`src/pie_pkg.sv`:
```
// Purpose: Constants for the peripheral interrupt enable bank
// Assumes: 32-bit classic Wishbone slave, byte addresses
// Notes: Enable registers are 8 bits wide, held in the low byte
package pie_pkg;
	// Register byte offsets
	localparam logic [7:0] OFF_EN_A = 8'h00;
	localparam logic [7:0] OFF_EN_B = 8'h04;
	localparam logic [7:0] OFF_EN_C = 8'h08;
	localparam logic [7:0] OFF_CORE = 8'h0C;
	localparam logic [7:0] OFF_STAT = 8'h10;
	localparam int ADR_LSB = 2;
	// Reset values and writable masks
	localparam logic [7:0] RST_EN = 8'h00;
	localparam logic [7:0] MASK_A = 8'hFF;
	localparam logic [7:0] MASK_B = 8'hEF;
	localparam logic [7:0] MASK_C = 8'h7F;
	localparam logic [7:0] MASK_CORE = 8'hC0;
	// First enable register
	localparam int A_TMR1_GATE = 7;
	localparam int A_ADC = 6;
	localparam int A_SER_RX = 5;
	localparam int A_SER_TX = 4;
	localparam int A_SSP = 3;
	localparam int A_CAP1 = 2;
	localparam int A_TMR2 = 1;
	localparam int A_TMR1_OVF = 0;
	// Second enable register
	localparam int B_OSC_FAIL = 7;
	localparam int B_CMP2 = 6;
	localparam int B_CMP1 = 5;
	localparam int B_UNUSED = 4;
	localparam int B_SSP_COLL = 3;
	localparam int B_TMR6 = 2;
	localparam int B_TMR4 = 1;
	localparam int B_CAP2 = 0;
	// Third enable register
	localparam int C_UNUSED = 7;
	localparam int C_NUM_OSC = 6;
	localparam int C_OUT_GEN = 5;
	localparam int C_ZERO_X = 4;
	localparam int C_CELL4 = 3;
	localparam int C_CELL3 = 2;
	localparam int C_CELL2 = 1;
	localparam int C_CELL1 = 0;
	// Core control and status fields
	localparam int CORE_GLOBAL = 7;
	localparam int CORE_PERIPH = 6;
	localparam int STAT_REQ = 0;
	localparam int STAT_PEND = 1;
endpackage

```
`src/pie_enable_bank.sv`:
```
// Purpose: Peripheral interrupt enable bank with gated request to core
// Assumes: Flags arrive synchronous to mclk from the peripherals
// Notes: Wishbone ack one cycle after request; unmapped reads zero
//
// Design decisions made here: the register addresses and the Wishbone slave port.
`timescale 1ns/1ps
module pie_enable_bank (
	// Clock and reset
	input wire logic mclk,
	input wire logic reset_n,
	// Wishbone slave
	input wire logic wb_cyc_i,
	input wire logic wb_stb_i,
	input wire logic wb_we_i,
	input wire logic [7:0] wb_adr_i,
	input wire logic [3:0] wb_sel_i,
	input wire logic [31:0] wb_dat_i,
	output logic [31:0] wb_dat_o,
	output logic wb_ack_o,
	// Peripheral flags
	input wire logic [7:0] periph_flags_a,
	input wire logic [7:0] periph_flags_b,
	input wire logic [7:0] periph_flags_c,
	// Request to core
	output logic irq_req
);
	logic [7:0] en_a_q;
	logic [7:0] en_a_d;
	logic [7:0] en_b_q;
	logic [7:0] en_b_d;
	logic [7:0] en_c_q;
	logic [7:0] en_c_d;
	logic [7:0] core_q;
	logic [7:0] core_d;
	logic ack_q;
	logic [31:0] dat_q;
	logic [31:0] dat_d;

	// Bus decode
	wire req_new = wb_cyc_i & wb_stb_i & ~ack_q;
	wire wr_now = wb_cyc_i & wb_stb_i & ack_q & wb_we_i & wb_sel_i[0];
	wire [7:0] adr_word = {wb_adr_i[7:pie_pkg::ADR_LSB],
		{pie_pkg::ADR_LSB{1'b0}}};
	wire hit_a = adr_word == pie_pkg::OFF_EN_A;
	wire hit_b = adr_word == pie_pkg::OFF_EN_B;
	wire hit_c = adr_word == pie_pkg::OFF_EN_C;
	wire hit_core = adr_word == pie_pkg::OFF_CORE;
	wire hit_stat = adr_word == pie_pkg::OFF_STAT;

	// Named enable bits
	wire timer1_gate_acq_en = en_a_q[pie_pkg::A_TMR1_GATE];
	wire adc_done_en = en_a_q[pie_pkg::A_ADC];
	wire serial_rx_en = en_a_q[pie_pkg::A_SER_RX];
	wire serial_tx_en = en_a_q[pie_pkg::A_SER_TX];
	wire sync_serial_en = en_a_q[pie_pkg::A_SSP];
	wire capture_unit1_en = en_a_q[pie_pkg::A_CAP1];
	wire timer2_match_en = en_a_q[pie_pkg::A_TMR2];
	wire timer1_overflow_en = en_a_q[pie_pkg::A_TMR1_OVF];
	wire osc_fail_en = en_b_q[pie_pkg::B_OSC_FAIL];
	wire comparator2_en = en_b_q[pie_pkg::B_CMP2];
	wire comparator1_en = en_b_q[pie_pkg::B_CMP1];
	wire sync_serial_collision_en = en_b_q[pie_pkg::B_SSP_COLL];
	wire timer6_match_en = en_b_q[pie_pkg::B_TMR6];
	wire timer4_match_en = en_b_q[pie_pkg::B_TMR4];
	wire capture_unit2_en = en_b_q[pie_pkg::B_CAP2];
	wire num_osc_en = en_c_q[pie_pkg::C_NUM_OSC];
	wire output_gen_shutdown_en = en_c_q[pie_pkg::C_OUT_GEN];
	wire zero_cross_en = en_c_q[pie_pkg::C_ZERO_X];
	wire logic_cell4_en = en_c_q[pie_pkg::C_CELL4];
	wire logic_cell3_en = en_c_q[pie_pkg::C_CELL3];
	wire logic_cell2_en = en_c_q[pie_pkg::C_CELL2];
	wire logic_cell1_en = en_c_q[pie_pkg::C_CELL1];
	wire global_irq_gate = core_q[pie_pkg::CORE_GLOBAL];
	wire peripheral_irq_gate = core_q[pie_pkg::CORE_PERIPH];

	// Flags pass untouched; enables only mask them
	wire [7:0] masked_a = periph_flags_a & en_a_q;
	wire [7:0] masked_b = periph_flags_b & en_b_q;
	wire [7:0] masked_c = periph_flags_c & en_c_q;
	wire pending_any = |{masked_a, masked_b, masked_c};
	// Both gates in series, so clearing either holds all requests back
	assign irq_req = pending_any & peripheral_irq_gate
		& global_irq_gate;

	// Write path; unimplemented bits masked off at the write
	assign en_a_d = (wr_now & hit_a) ?
		(wb_dat_i[7:0] & pie_pkg::MASK_A) : en_a_q;
	assign en_b_d = (wr_now & hit_b) ?
		(wb_dat_i[7:0] & pie_pkg::MASK_B) : en_b_q;
	assign en_c_d = (wr_now & hit_c) ?
		(wb_dat_i[7:0] & pie_pkg::MASK_C) : en_c_q;
	assign core_d = (wr_now & hit_core) ?
		(wb_dat_i[7:0] & pie_pkg::MASK_CORE) : core_q;

	// Read mux; unmapped offsets read zero
	wire [7:0] stat_val = {6'h00, pending_any, irq_req};
	wire [7:0] rd_byte = hit_a ? en_a_q :
		hit_b ? en_b_q :
		hit_c ? en_c_q :
		hit_core ? core_q :
		hit_stat ? stat_val : 8'h00;
	// Data captured as ack rises so it stands for the whole ack cycle
	assign dat_d = req_new ? {24'h000000, rd_byte} : dat_q;

	always_ff @(posedge mclk or negedge reset_n) begin
		if (!reset_n) begin
			en_a_q <= pie_pkg::RST_EN;
			en_b_q <= pie_pkg::RST_EN;
			en_c_q <= pie_pkg::RST_EN;
			core_q <= pie_pkg::RST_EN;
			ack_q <= 1'b0;
			dat_q <= 32'h00000000;
		end else begin
			en_a_q <= en_a_d;
			en_b_q <= en_b_d;
			en_c_q <= en_c_d;
			core_q <= core_d;
			ack_q <= req_new;
			dat_q <= dat_d;
		end
	end

	assign wb_ack_o = ack_q;
	assign wb_dat_o = dat_q;
endmodule

```
`config.mk`:
```
export PLATFORM = sky130hd
export DESIGN_NAME = pie_enable_bank
export DESIGN_NICKNAME = d
export VERILOG_FILES = /design/src/pie_pkg.sv /design/src/pie_enable_bank.sv
export SDC_FILE = /design/constraint.sdc
export NUM_CORES = 1
export LEC_CHECK = 0
export BUFFER_PORTS_ARGS = -buffer_cell sky130_fd_sc_hd__clkbuf_2
export CAP_MARGIN = 20
export CORE_MARGIN = 5
export CORE_UTILIZATION = 43
export CTS_CLUSTER_SIZE = 10
export DETAILED_ROUTE_END_ITERATION = 16
export HOLD_SLACK_MARGIN = 0.12
export PLACE_DENSITY = 0.9
export SLEW_MARGIN = 20
export SYNTH_ARGS = -nofsm -noshare
export SYNTH_HDL_FRONTEND = slang
export SYNTH_SLANG_ARGS = --single-unit
export TNS_END_PERCENT = 50
```
`constraint.sdc`:
```
create_clock -name mclk -period 1.68 [get_ports mclk]
set_clock_uncertainty 0.1 [all_clocks]
set_input_delay 0 -clock mclk [delete_from_list [all_inputs] [get_ports mclk]]
set_output_delay 0 -clock mclk [all_outputs]
set_load 0.02 [all_outputs]
```
==> impl_results.md, run 1 <==
* Post-Synthesis Cells at 148
* Mux share of post-synthesis cell area at 20.7%
* Leakage at 1.24 nW
* Fraction of layout cells with a size suffix above 1 at a little under half
* Async S/R FF share, synth at 100%
* Synth top area share at approximately 47%
* GRT Util Overall at 17.6%
* Simple-gate share of the synthesized area at 9.12%
* Failing checks: negative setup slack
* Critical path arrival at ~1800 ps
* Slew Limit Fails at 0
* Setup repair after global routing missed its margin: yes
* GRT Residual Overflow at 0
* Die Height at between 70 and 80 µm
* Clk root buf: clkbuf_8
* Core Rows at 23
* Mean Syn Cell Area at 11.9 µm²
* Detailed placer's ending HPWL at 3310 µm
* Buffers on Ports at 51
* Top_reg_cell synth: dfrtp_1
* Worst path bufs/invs at 1
* Post-synth EDFFs at 0
* Skew-Pair Late Insertion Delay at 290 ps
* CP startpoint: en_a_q[0]
* Worst-margin pin slew at 819 ps
* #FFs+latches synth at 33
* Hold_sp: wb_adr_i[2]
* Worst-path cell chain: a22o_1, a221oi_2, and4_1, nand4_1, and3_1, clkbuf_8
* Initial core utilization at 44.2%
* Xor/xnor share of the synthesized area at 0%
* Area growth syn-to-layout at 30.9%
* Commonest cells post-synth: 33 x dfrtp_1, 24 x buf_4, 24 x mux2_2, 11 x a22o_1
* Slack of the critical path at -236 ps
* YS warnings at 0
* HP Class: in2reg
* Final Power at roughly 1.6 mW
* # hold bufs at CTS at 11
* Area fraction in compound gates after synthesis at 11.8%
* DR WL/cell at 15.8 µm
* Register area share after synthesis at a little under half
* Global-route wire length before repair at about 7100 µm
* Final worst path period share at 114%
* Vias in the first global route at roughly 1,500
* Synth Cell Area at 1760 µm²
* Minimum clock period after layout at ~1900 ps
* Final Hold Viols at 0
* R2r startpoint: en_a_q[0]
* CTS sink count at 33
* Top-count cell post-synth: dfrtp_1
* Startpoint Class: flip-flop
* CP max FO at 2
* Total number of vias at 1,418
* CTS Buf Count at 5
* Status: finished with violations
* Detail Route Antenna Nets at 0
* TNS Setup at -398 ps
* Core area at 3970 µm²
* Initial antenna violation count at 0
* CP endpoint kind: primary output
* DRT Wirelength at 4360 µm
* Final Non-Filler Cells at 276
* Crit path kind: reg2out
* 1st-pass router iterations at 4
* Pwr/cell area at 701 nW/µm²
* Initial detailed-routing violation count at 86
* CTS tree: yes
* CP top delay family: simple AND/OR/NAND/NOR gates
* DRC violations left at 0
* Largest cells by area after synthesis: dfrtp_1 47%, mux2_2 15%, buf_4 10%
* Post-synthesis adder-cell area fraction at 0%
* Peak supply drop at 0.649 mV
* Number of distinct library cells after synthesis at 28
* Die width at 73.9 µm
* Required time of the critical path at 1580 ps
* DR vias/cell at 5.14
* # setup viols final at 3
* # nets final at 299
* H-tree level count at 2
* Slew margin rel. at 45.4%
* Max-Cap Viols at 0
* CP max stage delay at 380 ps
* Area leader, netlist: dfrtp_1
* Slowest stage cell, crit path: dfrtp_1
* Largest net degree at the start of global routing at 34
* Largest family of logic cells by synthesized area: multiplexers
* Ant diodes at 0
* Die area at 5460 µm²
* GP Congestion at 0.864
* CTS Buffer Depth at 2
* Fmax at 0.522 GHz
* IO Pins at 107
* Clock transition at path regs at 60 ps
* Placed Instances at 258
report_power, final:
part | total [mW] | switching [mW] | internal, mW | leakage, nW
Combinational | 0.197 | 0.123 | 0.0737 | 0.737
Sequential | 0.804 | 0.00435 | 0.800 | 0.460
Clock | 0.612 | 0.288 | 0.323 | 0.0433
placed cells by master, fill, tap and decap left out, types with 2 or more instances in the layout:
| cell type | instances |
|---|---|
| a21o_1 | 2 |
| a221oi_2 | 3 |
| a22o_1 | 11 |
| a22oi_1 | 3 |
| and3_1 | 2 |
| buf_4 | 14 |
| clkbuf_2 | 50 |
| clkbuf_8 | 7 |
| conb_1 | 24 |
| dfrtp_1 | 33 |
| dlygate4sd3_1 | 10 |
| mux2_2 | 23 |
| mux2i_1 | 7 |
| nand2_1 | 7 |
| nand2_2 | 3 |
| nand3_1 | 3 |
| nor2_1 | 3 |
| o21ai_0 | 6 |
worst register-to-register path: stages, from the launching register on:
cell and delay, ps:
dfrtp_1 380, a22o_1 220, a221oi_2 240, and4_1 230, nand4_1 140, buf_4 180, a21o_1 180
metal layers:
metal	routed length, µm	global-route usage (%)
met1	1630	20.4
met2	2240	30.2
met3	427	5.61
met4	65	6.84
met5	0	0
state kept, by name (all words and copies together), names as in the netlist:
register / flops
en_a_q: 8
en_c_q: 7
en_b_q: 7
wb_dat_o: 8
wb_ack_o: 1
core_q: 2
through the flow:
step | setup slack, ps | instance area (µm²) | hold WS [ps] | util, %
3_5_place_dp | -101 | 2070 | 23.0 | 52.0
5_1_grt | -325 | 2300 | 72.1 | 57.9
2_1_floorplan | 57.5 | 1840 | -396 | -
3_3_place_gp | -53.4 | 2070 | 17.3 | 52.0
6_report | -236 | 2300 | 43.7 | 57.9
4_1_cts | -240 | 2310 | 43.0 | 58.1
worst paths after layout:
check                               to  slack (ps)  depth (start not counted)
max                            irq_req        -240                          6
max in group asynchronous  wb_dat_o[0]         730                          2
max reg2reg                wb_dat_o[0]        -100                          6
min in group asynchronous    en_a_q[6]         230                          2
min                        wb_dat_o[4]          40                          2
min reg2reg                wb_dat_o[4]         400                          2
cell families (layout without fill, tap and decap cells):
group           Yosys count  after routing
compound gates           27             27
buf+inv                  28             83
flops                    33             33
mux                      32             32
other cells               1             24
simple gates             27             27
timing repair:
| action | in CTS | in global routing |
|---|---|---|
| pin swaps | 3 | 5 |
| resized for setup | 5 | 2 |
| buffers inserted | 2 | 0 |
| setup endpoints to repair | 3 | 27 |
| endpoints found under the hold margin | 59 | 1 |
final cells by class:
| cell class | instances | area [µm²] |
|---|---|---|
| Fill cell | 335 | 1670 |
| Multi-Input combinational cell | 110 | 848 |
| Sequential cell | 33 | 826 |
| Timing Repair Buffer | 75 | 469 |
| Clock buffer | 6 | 82.6 |
| Tap cell | 50 | 62.6 |
| Clock inverter | 1 | 7.51 |
| Inverter | 1 | 3.75 |
Note: power is estimated with default switching activity, not from simulation.
==> run 2, diff against run 1 <==
--- a/config.mk
+++ b/config.mk
@@ -8,11 +8,11 @@
 export BUFFER_PORTS_ARGS = -buffer_cell sky130_fd_sc_hd__clkbuf_2
 export CAP_MARGIN = 20
 export CORE_MARGIN = 5
-export CORE_UTILIZATION = 43
+export CORE_UTILIZATION = 46
 export CTS_CLUSTER_SIZE = 10
 export DETAILED_ROUTE_END_ITERATION = 16
 export HOLD_SLACK_MARGIN = 0.12
-export PLACE_DENSITY = 0.9
+export PLACE_DENSITY = 0.95
 export SLEW_MARGIN = 20
 export SYNTH_ARGS = -nofsm -noshare
 export SYNTH_HDL_FRONTEND = slang
==> constraint.sdc (replaced) <==
create_clock -name mclk -period 2.4 [get_ports mclk]
set_clock_uncertainty 0.1 [all_clocks]
set_input_delay 0 -clock mclk [delete_from_list [all_inputs] [get_ports mclk]]
set_output_delay 0 -clock mclk [all_outputs]
set_load 0.02 [all_outputs]
==> run 2 against run 1 <==
Compared with the run above:
- the flow now finishes without violations
- first-iteration DRC count is 47% lower
- critical path type is now reg2reg
- wire length is 1.8% higher
- die area is 5.7% lower
- power is 24% lower
- critical path depth is 1 lower
- global-route usage is 0.40 points higher
- flip-flop and latch count stayed put
- setup slack better by 320 ps
- sequential share of layout area is 0.76 points higher
- via count is 0.14% higher
==> impl_results.md, run 2 (synthesis results as in run 1) <==
* Vias in the first global route at 1,501 (+1.4%)
* GRT Residual Overflow at 0 (unchanged)
* CTS sink count at 33 (unchanged)
* Die width at 71.8 µm (-2.9%)
* # nets final at 292 (-2.3%)
* Cts repair resizes at 0 (-5)
* Leakage at 1.20 nW (-3.1%)
* CTS Buffer Depth at 2 (unchanged)
* Detailed placer's ending HPWL at 3070 µm (-7.3%)
* Buffers on Ports at 51 (unchanged)
* # fillers at 277 (-17%)
* CP endpoint kind: flip-flop
* Hold_sp: wb_stb_i
* 1st-pass router iterations at 4 (unchanged)
* Minimum clock period after layout at between 2000 and 2500 ps
* # hold bufs at CTS at 17 (+6)
* Fmax at around 0.43 GHz
* DR vias/cell at 5.30 (+3.1%)
* Worst Hold End: wb_ack_o
* Crit path kind: reg2reg
* HP Class: in2reg
* Detail Route Antenna Nets at 0 (unchanged)
* CTS Buf Count at 5 (unchanged)
* Reg2Reg Setup Slack at 80 ps (+180 ps)
* Storage element area at 826 µm² (unchanged)
* Skew-Pair Late Insertion Delay at 280 ps (about the same)
* Die Height at 71.8 µm (-2.9%)
* Setup repair after global routing missed its margin: no
* Critical path arrival at 2400 ps (+580 ps)
* Status: finished, final reports clean
* Max-Cap Viols at 0 (unchanged)
* DRT Wirelength at 4440 µm (+1.8%)
* Die area at 5150 µm² (-5.7%)
* DRC violations left at 0 (unchanged)
* # setup viols final at 0 (-3)
* H-tree level count at 2 (unchanged)
* Area growth syn-to-layout at 28.2%
* Multi-input gate area at 821 µm² (-3.2%)
* Initial antenna violation count at 0 (unchanged)
* Final Power at 1.23 mW (-24%)
* Pwr/cell area at 547 nW/µm² (-22%)
* CP max FO at 3 (+1)
* TNS Setup at 0 ps (+398 ps)
* Ant diodes at 0 (unchanged)
* Most frequent cells in the layout: 51 x clkbuf_2, 33 x dfrtp_1, 24 x mux2_2, 24 x conb_1, 17 x dlygate4sd3_1
* Core Rows at 22 (-4.3%)
* Worst-margin pin slew at 796 ps (-22.5 ps)
* Hold Path Cell Cnt at 4 (+2)
* DR WL/cell at 16.6 µm (+4.9%)
* Core area at 3690 µm² (-7.1%)
* GP Congestion at 0.781 (-9.6%)
* Clock transition at path regs at 70 ps (about the same)
* Largest net degree at the start of global routing at 34 (unchanged)
* Clk root buf: clkbuf_8
* Peak supply drop at 0.441 mV (-32%)
* Required time of the critical path at 2480 ps (+900 ps)
* Hold WS at 173 ps (+129 ps)
* Final worst path period share at 96.7%
* CTS tree: yes
* GRT Util Overall at 18.0% (+0.40 points)
* Post-CTS setup buffer count at 0 (-2)
* IO Pins at 107 (unchanged)
* Initial core utilization at 47.6% (+3.4 points)
* Final Hold Viols at 0 (unchanged)
* Slew margin rel. at 46.9% (+1.5 points)
* Fraction of layout cells with a size suffix above 1 at 40.9% (-6.9 points)
* Total number of vias at 1,420 (+0.14%)
* Most common cell after layout, fill and taps aside: clkbuf_2
* Startpoint Class: flip-flop
* Global-route wire length before repair at 7180 µm (+1.1%)
* R2r startpoint: en_c_q[0]
* R2r worst-path depth at 5 (-1)
* Slew Limit Fails at 0 (unchanged)
* R2r endpoint: wb_dat_o[1]
* Initial detailed-routing violation count at 46 (-47%)
[run 2: worst max-delay path, cell delays in order (launching register included)]
cell,delay [ps]
dfrtp_1,410
a22oi_1,200
dlygate4sd3_1,580
nand4_1,140
dlygate4sd3_1,620
a21o_1,160
[run 2: metrics by stage]
| step | instances | util [%] | instance area, µm² | setup slack, ps |
|---|---|---|---|---|
| global route | 268 | 61.1 | 2250 | 25.3 |
| floorplan | 171 | - | 1840 | 777 |
| finish | 268 | 61.1 | 2250 | 79.3 |
| global placement | 243 | 53.3 | 1970 | 542 |
| detailed placement | 243 | 53.3 | 1970 | 511 |
| CTS | 268 | 61.1 | 2250 | 122 |
[run 2: final cells by class]
cell class	count	area share, %
Sequential cell	33	36.7
Clock buffer	7	3.83
Multi-Input combinational cell	110	36.4
Clock inverter	1	1.33
Inverter	1	0.167
Timing Repair Buffer	68	18.9
Tap cell	48	2.67
[run 2: worst max path at each step]
stage,from,end,slack [ps],cells past startpoint
floorplan,wb_adr_i[7],en_b_q[0],780,5
detailed placement,wb_adr_i[7],en_b_q[6],510,6
CTS,en_a_q[0],wb_dat_o[1],120,6
global placement,wb_adr_i[7],en_b_q[7],540,6
finish,en_c_q[0],wb_dat_o[1],80,5
global route,en_c_q[0],wb_dat_o[0],30,5
[run 2: routing by layer]
layer	routed length [µm]	GRT usage, %
met4	148	10.0
met1	1640	18.5
met5	0	0
met2	2240	31.9
met3	414	5.89
[run 2: where the power goes]
| group | leakage [nW] | switching (mW) | internal, mW |
|---|---|---|---|
| Clock | 0.0585 | 0.195 | 0.338 |
| Combinational | 0.684 | 0.0844 | 0.0520 |
| Sequential | 0.460 | 0.00311 | 0.560 |
| Total | 1.20 | 0.282 | 0.950 |
